<file path="src/rtl/uart_regs_pkg.sv">
// Operation
// - Data address writes feed transmit FIFO and reads return received byte when divisor hidden.
// - Divisor access set maps addresses 0 and 1 to divisor low and high.
// - Divisor access clear maps address 1 to the interrupt enable register.
// - FIFO setup: trigger 7:6, reserved 5:4, zero 3, TX reset, RX reset, enable.
// - Interrupt enable bits 7 to 4 always read zero.
// - Each enable bit turns its own source on with 1, off with 0.
// - Disabled sources set no identifier code and never raise the host interrupt.
// - Line and modem status keep updating whatever the enables hold.
// - All enabled sources share one host interrupt output, each able to raise it.
// - Enable bit 3 lets any modem delta bit raise the host interrupt.
// - Enable bit 2 lets a change of overrun, parity, framing or break raise it.
// - Enable bit 1 lets transmit holding empty raise the host interrupt.
// - Enable bit 0 lets receive ready or FIFO character timeout raise it.
// - Trigger codes 00, 01, 10, 11 select 1, 4, 8, 14 bytes.
// - A FIFO reset bit empties its FIFO and then clears itself.
// - In FIFO mode receive-available code stands while count reaches the trigger.
// - Timeout when data waits and no receive or read for over four characters.
package uart_regs_pkg;
  localparam logic [5:0] IDX_DATA = 6'h00;
  localparam logic [5:0] IDX_IER = 6'h01;
  localparam logic [5:0] IDX_FCR = 6'h02;
  localparam logic [5:0] IDX_LCR = 6'h03;
  localparam logic [5:0] IDX_LSR = 6'h05;
  localparam logic [5:0] IDX_MSR = 6'h06;
  localparam logic [5:0] IDX_SCR = 6'h07;
  localparam logic [5:0] IDX_IST = 6'h08;
  localparam int FCR_EN = 0;
  localparam int FCR_RXRST = 1;
  localparam int FCR_TXRST = 2;
  localparam int FCR_TRIG = 6;
  localparam int IE_RX = 0;
  localparam int IE_TX = 1;
  localparam int IE_LS = 2;
  localparam int IE_MS = 3;
  localparam int LCR_DIV = 7;
  localparam logic [3:0] IER_RST = 4'h0;
  localparam logic [7:0] BYTE_RST = 8'h00;
  localparam logic [1:0] TRIG_RST = 2'h0;
  localparam logic [4:0] TRIG_L0 = 5'h01;
  localparam logic [4:0] TRIG_L1 = 5'h04;
  localparam logic [4:0] TRIG_L2 = 5'h08;
  localparam logic [4:0] TRIG_L3 = 5'h0e;
  localparam logic [3:0] IIR_NONE = 4'h1;
  localparam logic [3:0] IIR_LS = 4'h6;
  localparam logic [3:0] IIR_RX = 4'h4;
  localparam logic [3:0] IIR_TMO = 4'hc;
  localparam logic [3:0] IIR_TX = 4'h2;
  localparam logic [3:0] IIR_MS = 4'h0;
  localparam int FIFO_DEPTH = 16;
  localparam logic [4:0] FIFO_FULL = 5'h10;
  localparam logic [2:0] TIMEOUT_CHARS = 3'h4;
  typedef struct packed {logic brk; logic framing; logic parity; logic overrun;} line_err_t;
  typedef struct packed {logic dcd; logic teri; logic dsr; logic cts;} modem_delta_t;
  typedef enum logic [2:0] {TO_IDLE = 3'b001, TO_COUNT = 3'b010, TO_FIRED = 3'b100} tmo_state_t;
  function automatic logic [4:0] trig_level(input logic [1:0] code);
    case (code)
      2'h0: trig_level = TRIG_L0;
      2'h1: trig_level = TRIG_L1;
      2'h2: trig_level = TRIG_L2;
      default: trig_level = TRIG_L3;
    endcase
  endfunction
endpackage

</file>
<file path="src/rtl/uart_byte_fifo.sv">
`timescale 1ns/1ps
module uart_byte_fifo (
  // Clock and reset
  input wire logic clk,
  input wire logic reset,
  input wire logic clear,
  // Fill side
  input wire logic in_valid,
  input wire logic [7:0] in_data,
  output logic in_ready,
  // Drain side
  output logic out_valid,
  output logic [7:0] out_data,
  input wire logic out_ready,
  output logic [4:0] count
);
  logic [7:0] mem [uart_regs_pkg::FIFO_DEPTH];
  logic [3:0] wp;
  logic [3:0] rp;
  logic push;
  logic pop;
  assign in_ready = count != uart_regs_pkg::FIFO_FULL;
  assign out_valid = count != 5'h00;
  assign out_data = mem[rp];
  assign push = in_valid & in_ready;
  assign pop = out_valid & out_ready;
  always_ff @(posedge clk) begin
    if (push) begin
      mem[wp] <= in_data;
    end
  end
  always_ff @(posedge clk or posedge reset) begin
    if (reset) begin
      wp <= 4'h0;
      rp <= 4'h0;
      count <= 5'h00;
    end else if (clear) begin
      wp <= 4'h0;
      rp <= 4'h0;
      count <= 5'h00;
    end else begin
      wp <= wp + 4'(push);
      rp <= rp + 4'(pop);
      count <= count + 5'(push) - 5'(pop);
    end
  end
endmodule

</file>
<file path="src/rtl/uart_host_regmap.sv">
// Implementation choice: the APB slave port.
`timescale 1ns/1ps
module uart_host_regmap (
  // Clock and reset
  input wire logic CLK,
  input wire logic RESET,
  // APB slave
  input wire logic PSEL,
  input wire logic PENABLE,
  input wire logic PWRITE,
  input wire logic [7:0] PADDR,
  input wire logic [31:0] PWDATA,
  output logic [31:0] PRDATA,
  output logic PREADY,
  output logic PSLVERR,
  // Transmit stream to the serial engine
  output logic [7:0] TX_DATA,
  output logic TX_VALID,
  input wire logic TX_READY,
  input wire logic TX_SHIFT_IDLE,
  // Receive stream from the serial engine
  input wire logic [7:0] RX_DATA,
  input wire logic RX_VALID,
  input wire logic CHAR_TICK,
  // Line and modem events
  input wire uart_regs_pkg::line_err_t LINE_ERR,
  input wire uart_regs_pkg::modem_delta_t MODEM_DELTA,
  input wire logic [3:0] MODEM_LINES,
  // Configuration and interrupt
  output logic [15:0] BAUD_DIVISOR,
  output logic [6:0] LINE_SETUP,
  output logic HOST_IRQ_OUT
);
  logic [5:0] idx;
  logic setup;
  logic access;
  logic wr;
  logic rd;
  logic mapped;
  logic divisor_access_select;
  logic [7:0] line_ctrl;
  logic [3:0] interrupt_enable_mask;
  logic [7:0] baud_divisor_low;
  logic [7:0] baud_divisor_high;
  logic [7:0] scratch;
  logic fifo_en;
  logic [1:0] rx_trig;
  logic tx_rst;
  logic rx_rst;
  logic [3:0] line_err;
  logic line_pend;
  logic [3:0] modem_delta;
  logic [3:0] irq_status;
  logic [3:0] src;
  logic [3:0] iir_code;
  logic [31:0] next_rdata;
  logic tx_push;
  logic tx_in_ready;
  logic tx_pop;
  logic [4:0] tx_count;
  logic rx_pop;
  logic rx_in_ready;
  logic rx_ready_flag;
  logic [7:0] rx_head;
  logic [4:0] rx_count;
  logic rx_drop;
  logic rx_avail;
  logic tmo;
  logic tx_holding_empty_flag;
  logic [7:0] line_state;
  logic [7:0] modem_line_state;

  function automatic logic is_mapped(input logic [5:0] a);
    case (a)
      uart_regs_pkg::IDX_DATA, uart_regs_pkg::IDX_IER, uart_regs_pkg::IDX_FCR,
      uart_regs_pkg::IDX_LCR, uart_regs_pkg::IDX_LSR, uart_regs_pkg::IDX_MSR,
      uart_regs_pkg::IDX_SCR, uart_regs_pkg::IDX_IST: is_mapped = 1'b1;
      default: is_mapped = 1'b0;
    endcase
  endfunction

  // Zero wait states: every access completes in its first access cycle
  assign idx = PADDR[7:2];
  assign setup = PSEL & ~PENABLE;
  assign access = PSEL & PENABLE;
  assign mapped = is_mapped(idx);
  assign wr = access & PWRITE & mapped;
  assign rd = access & ~PWRITE & mapped;
  assign PREADY = 1'b1;
  assign PSLVERR = access & ~mapped;
  assign divisor_access_select = line_ctrl[uart_regs_pkg::LCR_DIV];

  assign tx_push = wr & idx == uart_regs_pkg::IDX_DATA & ~divisor_access_select;
  assign rx_pop = rd & idx == uart_regs_pkg::IDX_DATA & ~divisor_access_select;
  assign tx_pop = TX_VALID & TX_READY;

  uart_byte_fifo tx_fifo (
    .clk(CLK),
    .reset(RESET),
    .clear(tx_rst),
    .in_valid(tx_push),
    .in_data(PWDATA[7:0]),
    .in_ready(tx_in_ready),
    .out_valid(TX_VALID),
    .out_data(TX_DATA),
    .out_ready(TX_READY),
    .count(tx_count)
  );

  uart_byte_fifo rx_fifo (
    .clk(CLK),
    .reset(RESET),
    .clear(rx_rst),
    .in_valid(RX_VALID),
    .in_data(RX_DATA),
    .in_ready(rx_in_ready),
    .out_valid(rx_ready_flag),
    .out_data(rx_head),
    .out_ready(rx_pop),
    .count(rx_count)
  );

  uart_rx_timeout rx_timer (
    .clk(CLK),
    .reset(RESET),
    .enable(fifo_en),
    .has_data(rx_ready_flag),
    .activity(rx_pop | (RX_VALID & rx_in_ready)),
    .char_tick(CHAR_TICK),
    .timeout(tmo)
  );

  assign rx_drop = RX_VALID & ~rx_in_ready;

  // Divisor latch and line control
  always_ff @(posedge CLK or posedge RESET) begin
    if (RESET) begin
      baud_divisor_low <= uart_regs_pkg::BYTE_RST;
      baud_divisor_high <= uart_regs_pkg::BYTE_RST;
      line_ctrl <= uart_regs_pkg::BYTE_RST;
      scratch <= uart_regs_pkg::BYTE_RST;
    end else if (wr) begin
      if (idx == uart_regs_pkg::IDX_DATA && divisor_access_select) begin
        baud_divisor_low <= PWDATA[7:0];
      end
      if (idx == uart_regs_pkg::IDX_IER && divisor_access_select) begin
        baud_divisor_high <= PWDATA[7:0];
      end
      if (idx == uart_regs_pkg::IDX_LCR) begin
        line_ctrl <= PWDATA[7:0];
      end
      if (idx == uart_regs_pkg::IDX_SCR) begin
        scratch <= PWDATA[7:0];
      end
    end
  end
  assign BAUD_DIVISOR = {baud_divisor_high, baud_divisor_low};
  assign LINE_SETUP = line_ctrl[6:0];

  // Interrupt enables
  always_ff @(posedge CLK or posedge RESET) begin
    if (RESET) begin
      interrupt_enable_mask <= uart_regs_pkg::IER_RST;
    end else if (wr && idx == uart_regs_pkg::IDX_IER && !divisor_access_select) begin
      interrupt_enable_mask <= PWDATA[3:0];
    end
  end

  // FIFO setup; the reset bits are one-cycle pulses, and toggling enable empties both FIFOs
  always_ff @(posedge CLK or posedge RESET) begin
    if (RESET) begin
      fifo_en <= 1'b0;
      rx_trig <= uart_regs_pkg::TRIG_RST;
      tx_rst <= 1'b0;
      rx_rst <= 1'b0;
    end else if (wr && idx == uart_regs_pkg::IDX_FCR) begin
      fifo_en <= PWDATA[uart_regs_pkg::FCR_EN];
      rx_trig <= PWDATA[uart_regs_pkg::FCR_TRIG+:2];
      tx_rst <= PWDATA[uart_regs_pkg::FCR_TXRST] | (PWDATA[uart_regs_pkg::FCR_EN] != fifo_en);
      rx_rst <= PWDATA[uart_regs_pkg::FCR_RXRST] | (PWDATA[uart_regs_pkg::FCR_EN] != fifo_en);
    end else begin
      tx_rst <= 1'b0;
      rx_rst <= 1'b0;
    end
  end

  // Line errors stick until line status is read; a new error wins over the read
  always_ff @(posedge CLK or posedge RESET) begin
    if (RESET) begin
      line_err <= 4'h0;
      line_pend <= 1'b0;
    end else begin
      if (rd && idx == uart_regs_pkg::IDX_LSR) begin
        line_err <= LINE_ERR | {3'h0, rx_drop};
        line_pend <= |(LINE_ERR | {3'h0, rx_drop});
      end else begin
        line_err <= line_err | LINE_ERR | {3'h0, rx_drop};
        line_pend <= line_pend | (|((LINE_ERR | {3'h0, rx_drop}) & ~line_err));
      end
    end
  end

  // Modem deltas stick until modem status is read
  always_ff @(posedge CLK or posedge RESET) begin
    if (RESET) begin
      modem_delta <= 4'h0;
    end else if (rd && idx == uart_regs_pkg::IDX_MSR) begin
      modem_delta <= MODEM_DELTA;
    end else begin
      modem_delta <= modem_delta | MODEM_DELTA;
    end
  end

  assign tx_holding_empty_flag = tx_count == 5'h00;
  assign line_state = {fifo_en & (|line_err), tx_holding_empty_flag & TX_SHIFT_IDLE,
                       tx_holding_empty_flag, line_err, rx_ready_flag};
  assign modem_line_state = {MODEM_LINES, modem_delta};
  assign rx_avail = fifo_en ? rx_count >= uart_regs_pkg::trig_level(rx_trig) : rx_ready_flag;

  // Raw sources in enable-bit layout
  assign src[uart_regs_pkg::IE_RX] = rx_avail | (fifo_en & tmo);
  assign src[uart_regs_pkg::IE_TX] = tx_holding_empty_flag;
  assign src[uart_regs_pkg::IE_LS] = line_pend;
  assign src[uart_regs_pkg::IE_MS] = |modem_delta;

  // Sticky event status, write one to clear; a live source wins over the clear
  always_ff @(posedge CLK or posedge RESET) begin
    if (RESET) begin
      irq_status <= 4'h0;
    end else if (wr && idx == uart_regs_pkg::IDX_IST) begin
      irq_status <= (irq_status & ~PWDATA[3:0]) | src;
    end else begin
      irq_status <= irq_status | src;
    end
  end
  assign HOST_IRQ_OUT = |(irq_status & interrupt_enable_mask);

  // Identifier code, only enabled live sources count
  always_comb begin
    iir_code = uart_regs_pkg::IIR_NONE;
    if (interrupt_enable_mask[uart_regs_pkg::IE_LS] && src[uart_regs_pkg::IE_LS]) begin
      iir_code = uart_regs_pkg::IIR_LS;
    end else if (interrupt_enable_mask[uart_regs_pkg::IE_RX] && rx_avail) begin
      iir_code = uart_regs_pkg::IIR_RX;
    end else if (interrupt_enable_mask[uart_regs_pkg::IE_RX] && fifo_en && tmo) begin
      iir_code = uart_regs_pkg::IIR_TMO;
    end else if (interrupt_enable_mask[uart_regs_pkg::IE_TX] && src[uart_regs_pkg::IE_TX]) begin
      iir_code = uart_regs_pkg::IIR_TX;
    end else if (interrupt_enable_mask[uart_regs_pkg::IE_MS] && src[uart_regs_pkg::IE_MS]) begin
      iir_code = uart_regs_pkg::IIR_MS;
    end
  end

  // Read data is captured in the setup cycle
  always_comb begin
    next_rdata = 32'h0000_0000;
    case (idx)
      uart_regs_pkg::IDX_DATA: begin
        next_rdata[7:0] = divisor_access_select ? baud_divisor_low : rx_head;
      end
      uart_regs_pkg::IDX_IER: begin
        next_rdata[7:0] = divisor_access_select ? baud_divisor_high : {4'h0, interrupt_enable_mask};
      end
      uart_regs_pkg::IDX_FCR: next_rdata[7:0] = {{2{fifo_en}}, 2'h0, iir_code};
      uart_regs_pkg::IDX_LCR: next_rdata[7:0] = line_ctrl;
      uart_regs_pkg::IDX_LSR: next_rdata[7:0] = line_state;
      uart_regs_pkg::IDX_MSR: next_rdata[7:0] = modem_line_state;
      uart_regs_pkg::IDX_SCR: next_rdata[7:0] = scratch;
      uart_regs_pkg::IDX_IST: next_rdata[3:0] = irq_status;
      default: next_rdata = 32'h0000_0000;
    endcase
  end

  always_ff @(posedge CLK or posedge RESET) begin
    if (RESET) begin
      PRDATA <= 32'h0000_0000;
    end else if (setup && !PWRITE) begin
      PRDATA <= next_rdata;
    end
  end
endmodule

</file>
<file path="src/rtl/uart_rx_timeout.sv">
`timescale 1ns/1ps
module uart_rx_timeout (
  // Clock and reset
  input wire logic clk,
  input wire logic reset,
  // Receive activity
  input wire logic enable,
  input wire logic has_data,
  input wire logic activity,
  input wire logic char_tick,
  output logic timeout
);
  uart_regs_pkg::tmo_state_t state;
  logic [2:0] ticks;
  // Fires on the fifth character tick after the last push or read
  always_ff @(posedge clk or posedge reset) begin
    if (reset) begin
      state <= uart_regs_pkg::TO_IDLE;
      ticks <= 3'h0;
    end else if (!enable || !has_data || activity) begin
      state <= uart_regs_pkg::TO_IDLE;
      ticks <= 3'h0;
    end else begin
      case (state)
        uart_regs_pkg::TO_IDLE: begin
          state <= uart_regs_pkg::TO_COUNT;
        end
        uart_regs_pkg::TO_COUNT: begin
          if (char_tick && ticks == uart_regs_pkg::TIMEOUT_CHARS) begin
            state <= uart_regs_pkg::TO_FIRED;
          end else if (char_tick) begin
            ticks <= ticks + 3'h1;
          end
        end
        uart_regs_pkg::TO_FIRED: begin
          state <= uart_regs_pkg::TO_FIRED;
        end
        default: begin
          state <= uart_regs_pkg::TO_IDLE;
        end
      endcase
    end
  end
  assign timeout = state == uart_regs_pkg::TO_FIRED;
endmodule

</file>
<file path="config.mk">
export PLATFORM = sky130hd
export DESIGN_NAME = uart_host_regmap
export DESIGN_NICKNAME = d
export VERILOG_FILES = /design/src/rtl/uart_regs_pkg.sv /design/src/rtl/uart_byte_fifo.sv /design/src/rtl/uart_host_regmap.sv /design/src/rtl/uart_rx_timeout.sv
export SDC_FILE = /design/constraint.sdc
export NUM_CORES = 1
export LEC_CHECK = 0
export BUFFER_PORTS_ARGS = -buffer_cell sky130_fd_sc_hd__buf_2
export CORE_UTILIZATION = 51
export CTS_CLUSTER_DIAMETER = 150
export CTS_CLUSTER_SIZE = 10
export DETAILED_ROUTE_END_ITERATION = 10
export PLACE_DENSITY = 0.7
export SLEW_MARGIN = 20
export SYNTH_ARGS = -nofsm -noshare
export SYNTH_HDL_FRONTEND = slang
export SYNTH_SLANG_ARGS = --single-unit
</file>
<file path="constraint.sdc">
create_clock -name CLK -period 9.25 [get_ports CLK]
set_input_delay 2.3125 -clock CLK [delete_from_list [all_inputs] [get_ports CLK]]
set_output_delay 2.3125 -clock CLK [all_outputs]
set_load 0.02 [all_outputs]
</file>
After elaboration in Yosys (flattened, before gate mapping)
Memories as Yosys holds them, arrays and structs flattened. Index checks and enable logic that the tools add are counted.

Bits in registers: 94. Memories kept: 3. Output and inout port bits: 67. RAM bits: 256. Bits in read-only memories: 16. Bits of input ports: 69. Word-level logic and storage cells: 168.

Memories: rx_fifo.mem (words 16, bits a word 8, rd ports 1, clocked after memory_dff 0, write ports 1, line uart_byte_fifo.sv:17) `logic [7:0] mem [uart_regs_pkg::FIFO_DEPTH];`; tx_fifo.mem (words 16, bits a word 8, rd ports 1, clocked after memory_dff 0, write ports 1, line uart_byte_fifo.sv:17); (name not given) (words 16, bits a word 1, rd ports 1, clocked after memory_dff 0, write ports 0, line uart_host_regmap.sv:74) `case (a)`.

Reductions and logical operators: 40. Eq/ne operators: 18. Add/sub/neg operators: 9. Bitwise gates (word level): 40. Magnitude comparators: 1. Multiplexer cells: 35.

Operators by type and width (count): 2-to-1 mux 4 bit (10); case mux 4 bit (8 select lines) (1); case mux 4 bit (7 select lines) (1); OR reduction 4 bit (5); bitwise AND 1 bit (19); == test 6 x 3 -> 1 bit (second input constant) (3); 2-to-1 mux 3 bit (6); adder 4 x 1 -> 4 bit (4); logical AND 1 bit (16); 2-to-1 mux 8 bit (2); OR 4 bit (4); bitwise AND 4 bit (3); == test 6 x 2 -> 1 bit (second input constant) (2); case mux 4 bit (3 select lines) (1); adder 5 x 1 -> 5 bit (2); 2-to-1 mux 1 bit (10); 2-to-1 mux 5 bit (2); != test 5 bit (second input constant) (2); nonzero test 5 bit (2); subtractor 5 x 1 -> 5 bit (2); case mux 3 bit (3 select lines) (1); NOT 4 bit (2); OR 4 x 1 -> 4 bit (2); AND reduction 2 bit (4); 22 further kinds (37).

Longest topological paths before layout
Depth after elaboration: 9. Gate-level depth with buffers: 13. Mapped depth without buffers: 13.

Cells and area by module
A second synthesis with hierarchy kept.

Cells, all modules: 947. Area total of the unflattened synthesis: 15313.4 um2.

By module, submodules not included: uart_byte_fifo (rx_fifo) (cells an instance 293, area an instance 5719.2 um2, instances 1); uart_byte_fifo (tx_fifo) (cells an instance 289, area an instance 5703.0 um2, instances 1); uart_host_regmap (cells an instance 329, area an instance 3527.1 um2, instances 1); uart_rx_timeout (cells an instance 36, area an instance 364.1 um2, instances 1).

Least setup slack after synthesis
Ideal clock, no wire load.

Kind: input to output. Start point: input port PADDR[2]. End point: output port PSLVERR. Stages on the path: 3. Path slack: 3.709 ns. Data arrival time: 3.229 ns. Path buffers: 0. Cell sequence: or3b_1 > and3_1 > nor2_1.

Word-level cells in the longest chain between the ends: 4.

Ends and longest elaborated chain: start: declaration (line uart_host_regmap.sv:11) `input wire logic [7:0] PADDR,`; memory (16 x 1 bit); 2-to-1 mux 1 bit (line uart_host_regmap.sv:74); NOT 1 bit (line uart_host_regmap.sv:90) `assign PSLVERR = access & ~mapped;`; bitwise AND 1 bit (line uart_host_regmap.sv:90); end: declaration (line uart_host_regmap.sv:15) `output logic PSLVERR,`.

No other way between the ends.

Worst setup path in the final report
Same ends and word-level chain as after synthesis.

==> metrics.txt <==
# TYPE chip_impl_metric gauge
chip_impl_info{name="min-delay-path-class",value="flop to flop"} 1
chip_impl_metric{name="drtIter0Drc",unit=""} 654
chip_impl_metric{name="htreeDepth",unit=""} 2
chip_impl_metric{name="cts_inserted_buffers",unit=""} 40
chip_impl_info{name="critical_path.endpoint_type",value="primary output"} 1
chip_impl_metric{name="post-route-min-period",unit="ps"} 5680
chip_impl_metric{name="met2_usage",unit="%"} 37.0
chip_impl_metric{name="timing.critical_path.fanout_max",unit=""} 8
chip_impl_metric{name="antenna_cells",unit=""} 0
chip_impl_metric{name="synth-adder-area-share",unit="%"} 2.43
chip_impl_metric{name="initial_standard_cell_utilization_of_the_core",unit="%"} 52.1
chip_impl_metric{name="maxCapViolations",unit=""} 0
chip_impl_metric{name="grt_overflow_total",unit=""} 0
chip_impl_metric{name="worst_ep_arrival_time",unit="ps"} 3370
chip_impl_metric{name="area_growth_syn_to_layout",unit="%"} 12.3
chip_impl_metric{name="drive_above_1_share",unit="%"} 26.5
chip_impl_info{name="root_buffer",value="sky130_fd_sc_hd__clkbuf_16"} 1
chip_impl_info{name="status",value="complete, no violations"} 1
chip_impl_metric{name="die-height",unit="um"} 174
chip_impl_metric{name="worst_ir_drop_vdd",unit="mV"} 0.181
chip_impl_metric{name="clk_pin_slew",unit="ps"} 60
chip_impl_metric{name="routed_wire_length_per_instance",unit="um"} 22.7
chip_impl_metric{name="dieArea",unit="mm2"} 0.0302
chip_impl_metric{name="postSynth.asyncResetShare",unit="%"} 26.9
chip_impl_metric{name="io-pin-count",unit=""} 136
chip_impl_metric{name="slew-limit-headroom",unit="%"} 35.9
chip_impl_metric{name="fp-row-count",unit=""} 62
chip_impl_metric{name="finalSetupViolCount",unit=""} 0
chip_impl_metric{name="postSynthRegisterBits",unit=""} 350
chip_impl_metric{name="detail_route.first_pass.iterations",unit=""} 5
chip_impl_metric{name="dr_total_vias",unit=""} 8335
chip_impl_metric{name="p_per_area",unit="mW/mm2"} 241
chip_impl_metric{name="final_antenna_net_count",unit=""} 0
chip_impl_metric{name="cts_max_path_buffers",unit=""} 3
chip_impl_metric{name="dp.final_hpwl",unit="mm"} 20.8
chip_impl_metric{name="worst_pin_slew",unit="ps"} 958
chip_impl_metric{name="die-width",unit="um"} 174
chip_impl_metric{name="post_synth_instance_area",unit="mm2"} 0.0150
chip_impl_metric{name="use_met3",unit="%"} 3.25
chip_impl_info{name="synth_ff_type",value="sky130_fd_sc_hd__edfxtp_1"} 1
chip_impl_metric{name="netlist.area_leader.share",unit="%"} 51.1
chip_impl_metric{name="place_area",unit="mm2"} 0.0157
chip_impl_info{name="startpoint_kind_of_the_worst_setup_timing_path",value="input pin"} 1
chip_impl_metric{name="dpl_worst_slack",unit="ps"} 3570
chip_impl_metric{name="share_of_the_synthesized_area_in_compound_gates_ao_oa_aoi_oai",unit="%"} 4.33
chip_impl_metric{name="post_cts_hold_buffer_count",unit=""} 0
chip_impl_info{name="ys_top_cells_by_area",value="sky130_fd_sc_hd__edfxtp_1 51%, sky130_fd_sc_hd__dfrtp_1 15%, sky130_fd_sc_hd__mux4_2 10%, sky130_fd_sc_hd__mux2_2 3.1%, sky130_fd_sc_hd__ha_1 2.2%"} 1
chip_impl_info{name="cts_tree",value="yes"} 1
chip_impl_metric{name="largest_net_degree_at_the_start_of_global_routing",unit=""} 81
chip_impl_metric{name="clock_sink_count",unit=""} 350
chip_impl_metric{name="syn_inst",unit=""} 920
chip_impl_metric{name="drt-total-wl",unit="mm"} 32.2
chip_impl_metric{name="coreArea",unit="mm2"} 0.0289
chip_impl_metric{name="final_area",unit="mm2"} 0.0169
chip_impl_info{name="final_cell_mix",value="256 x sky130_fd_sc_hd__edfxtp_1, 91 x sky130_fd_sc_hd__dfrtp_1, 84 x sky130_fd_sc_hd__buf_2"} 1
chip_impl_metric{name="crit_required",unit="ps"} 6940
chip_impl_info{name="critical_path.most_common_cell",value="sky130_fd_sc_hd__buf_2"} 1
chip_impl_info{name="cell_type_with_the_largest_total_area_after_synthesis",value="sky130_fd_sc_hd__edfxtp_1"} 1
chip_impl_metric{name="totalNegativeSetupSlack",unit="ps"} 0
chip_impl_metric{name="gp_congestion",unit=""} 0.865
chip_impl_info{name="crit_path_cell_chain",value="buf_2, or3b_1, and3_1, nor2_1, buf_2"} 1
chip_impl_metric{name="highest_clock_frequency_the_design_can_meet",unit="MHz"} 176
chip_impl_metric{name="yosysWarningCount",unit=""} 0
chip_impl_metric{name="yosys-mux-area-fraction",unit="%"} 14.7
chip_impl_metric{name="ys_seq_area_share",unit="%"} 66.7
chip_impl_metric{name="static-leakage-power",unit="uW"} 0.00616
chip_impl_metric{name="worst_clock_skew",unit="ps"} 18.8
chip_impl_metric{name="worst_skew_late_latency",unit="ps"} 530
chip_impl_metric{name="via_per_inst",unit=""} 5.86
chip_impl_info{name="synth_top_family_by_area",value="multiplexers"} 1
chip_impl_metric{name="synth_enable_flop_cells",unit=""} 256
chip_impl_info{name="layout.cells.most_common",value="sky130_fd_sc_hd__edfxtp_1"} 1
chip_impl_metric{name="met1_usage",unit="%"} 29.8
chip_impl_metric{name="fin_ws",unit="ps"} 3570
chip_impl_metric{name="syn_area_per_cell",unit="um2"} 16.4
chip_impl_metric{name="synth_simple_gate_area_share",unit="%"} 7.55
chip_impl_metric{name="postcts_setup_bufs",unit=""} 0
chip_impl_metric{name="grt_use_total",unit="%"} 22.0
chip_impl_metric{name="antenna_found_initial",unit=""} 0
chip_impl_metric{name="synthXorXnorAreaFrac",unit="%"} 0.990
chip_impl_metric{name="grt_pass1_vias",unit=""} 8629
chip_impl_metric{name="drc",unit=""} 0
chip_impl_metric{name="final_max_slew_viol_count",unit=""} 0
chip_impl_metric{name="finalHoldViolations",unit=""} 0
chip_impl_metric{name="post_synth_num_cell_types",unit=""} 68
chip_impl_info{name="worst_path_max_delay_cell",value="sky130_fd_sc_hd__or3b_1"} 1
chip_impl_metric{name="highest_cell_delay_on_the_worst_timing_path",unit="ps"} 430
chip_impl_metric{name="post-route-period-util",unit="%"} 61.4
chip_impl_info{name="grt_setup_unrepaired",value="false"} 1
chip_impl_metric{name="ctsResizeCount",unit=""} 0
chip_impl_info{name="top_usage_layer",value="met2"} 1
chip_impl_metric{name="nets_finish",unit=""} 1112
chip_impl_metric{name="numPortBuffers",unit=""} 84
chip_impl_metric{name="grt_first_pass_wirelength",unit="mm"} 50.2
chip_impl_info{name="criticalPathCategory",value="input pin to primary output"} 1
logic make-up (layout without fill, tap and decap cells):
group | after synthesis | after routing
muxes | 128 | 128
xor gates and xnor gates | 17 | 17
AOI/OAI and AO/OA | 92 | 92
DFF | 350 | 350
other | 2 | 25
and+or+nand+nor | 214 | 214
buffers and inverters | 89 | 184
adders and majority gates | 28 | 28
stage by stage:
step	util (%)	hold WS (ps)	total power [uW]	cells
after global placement	54.5	471	2670	1357
after CTS	58.5	498	4110	1422
after floorplan	-	445	2480	943
final	58.6	492	4070	1422
after global routing	58.6	515	4250	1422
after detailed placement	54.5	485	2690	1357
cell usage after synthesis, drive strengths merged (18+ instances only):
cell / number
inv: 20
ha: 26
nor3: 18
nor2: 60
clkbuf: 20
mux2: 42
edfxtp: 256
dfrtp: 93
a21oi: 19
mux4: 70
buf: 49
nand2: 48
nor2b: 20
power by group:
group,internal [uW],switching [uW],leakage (uW)
Clock,821,598,0.000550
Combinational,356,420,0.00211
Sequential,1800,79.0,0.00349
Total,2970,1100,0.00616
layout make-up:
| class | instances | area [um2] |
|---|---|---|
| clock buffer | 63 | 1110 |
| clock inverter | 2 | 46.3 |
| fill | 2186 | 12000 |
| inverter | 20 | 77.6 |
| multi-input combinational | 504 | 4610 |
| sequential | 350 | 10000 |
| tap | 384 | 480 |
| timing repair buffer | 99 | 537 |
per-layer routing:
| layer | wire length (um) | vias up | share of wire (%) |
|---|---|---|---|
| met5 | 0 | - | 0 |
| met4 | 848 | 0 | 2.6 |
| met3 | 1760 | 63 | 5.5 |
| met2 | 16300 | 279 | 50 |
| met1 | 13300 | 4296 | 41 |
| li1 | - | 3697 | - |
final timing paths:
check,startpoint,end,slack (ps),depth (start not counted)
min reg2reg,PRDATA[6]$_DFFE_PP0P_,PRDATA[6]$_DFFE_PP0P_,490,2
min,PRDATA[6]$_DFFE_PP0P_,PRDATA[6]$_DFFE_PP0P_,490,2
max in group asynchronous,RESET,rx_fifo.rp[0]$_DFF_PP0_,6570,3
min in group asynchronous,RESET,tx_fifo.wp[0]$_DFF_PP0_,1690,2
max,PADDR[2],PSLVERR,3570,5
max reg2reg,rx_fifo.count[3]$_DFF_PP0_,rx_fifo.count[4]$_DFF_PP0_,6270,12
critical path: cells and delay by family:
kind | cells | cell delay (ps)
AND/OR/NAND/NOR | 3 | 750
buffers and inverters | 2 | 310
state kept, by name, summed over array words and instances (netlist names), 5 cells and up:
signal / cells
PRDATA: 8
baud_divisor_high: 8
baud_divisor_low: 8
line_ctrl: 8
rx_fifo.count: 5
rx_fifo.mem: 128
scratch: 8
tx_fifo.count: 5
tx_fifo.mem: 128
Note: power is estimated with default switching activity, not from simulation.
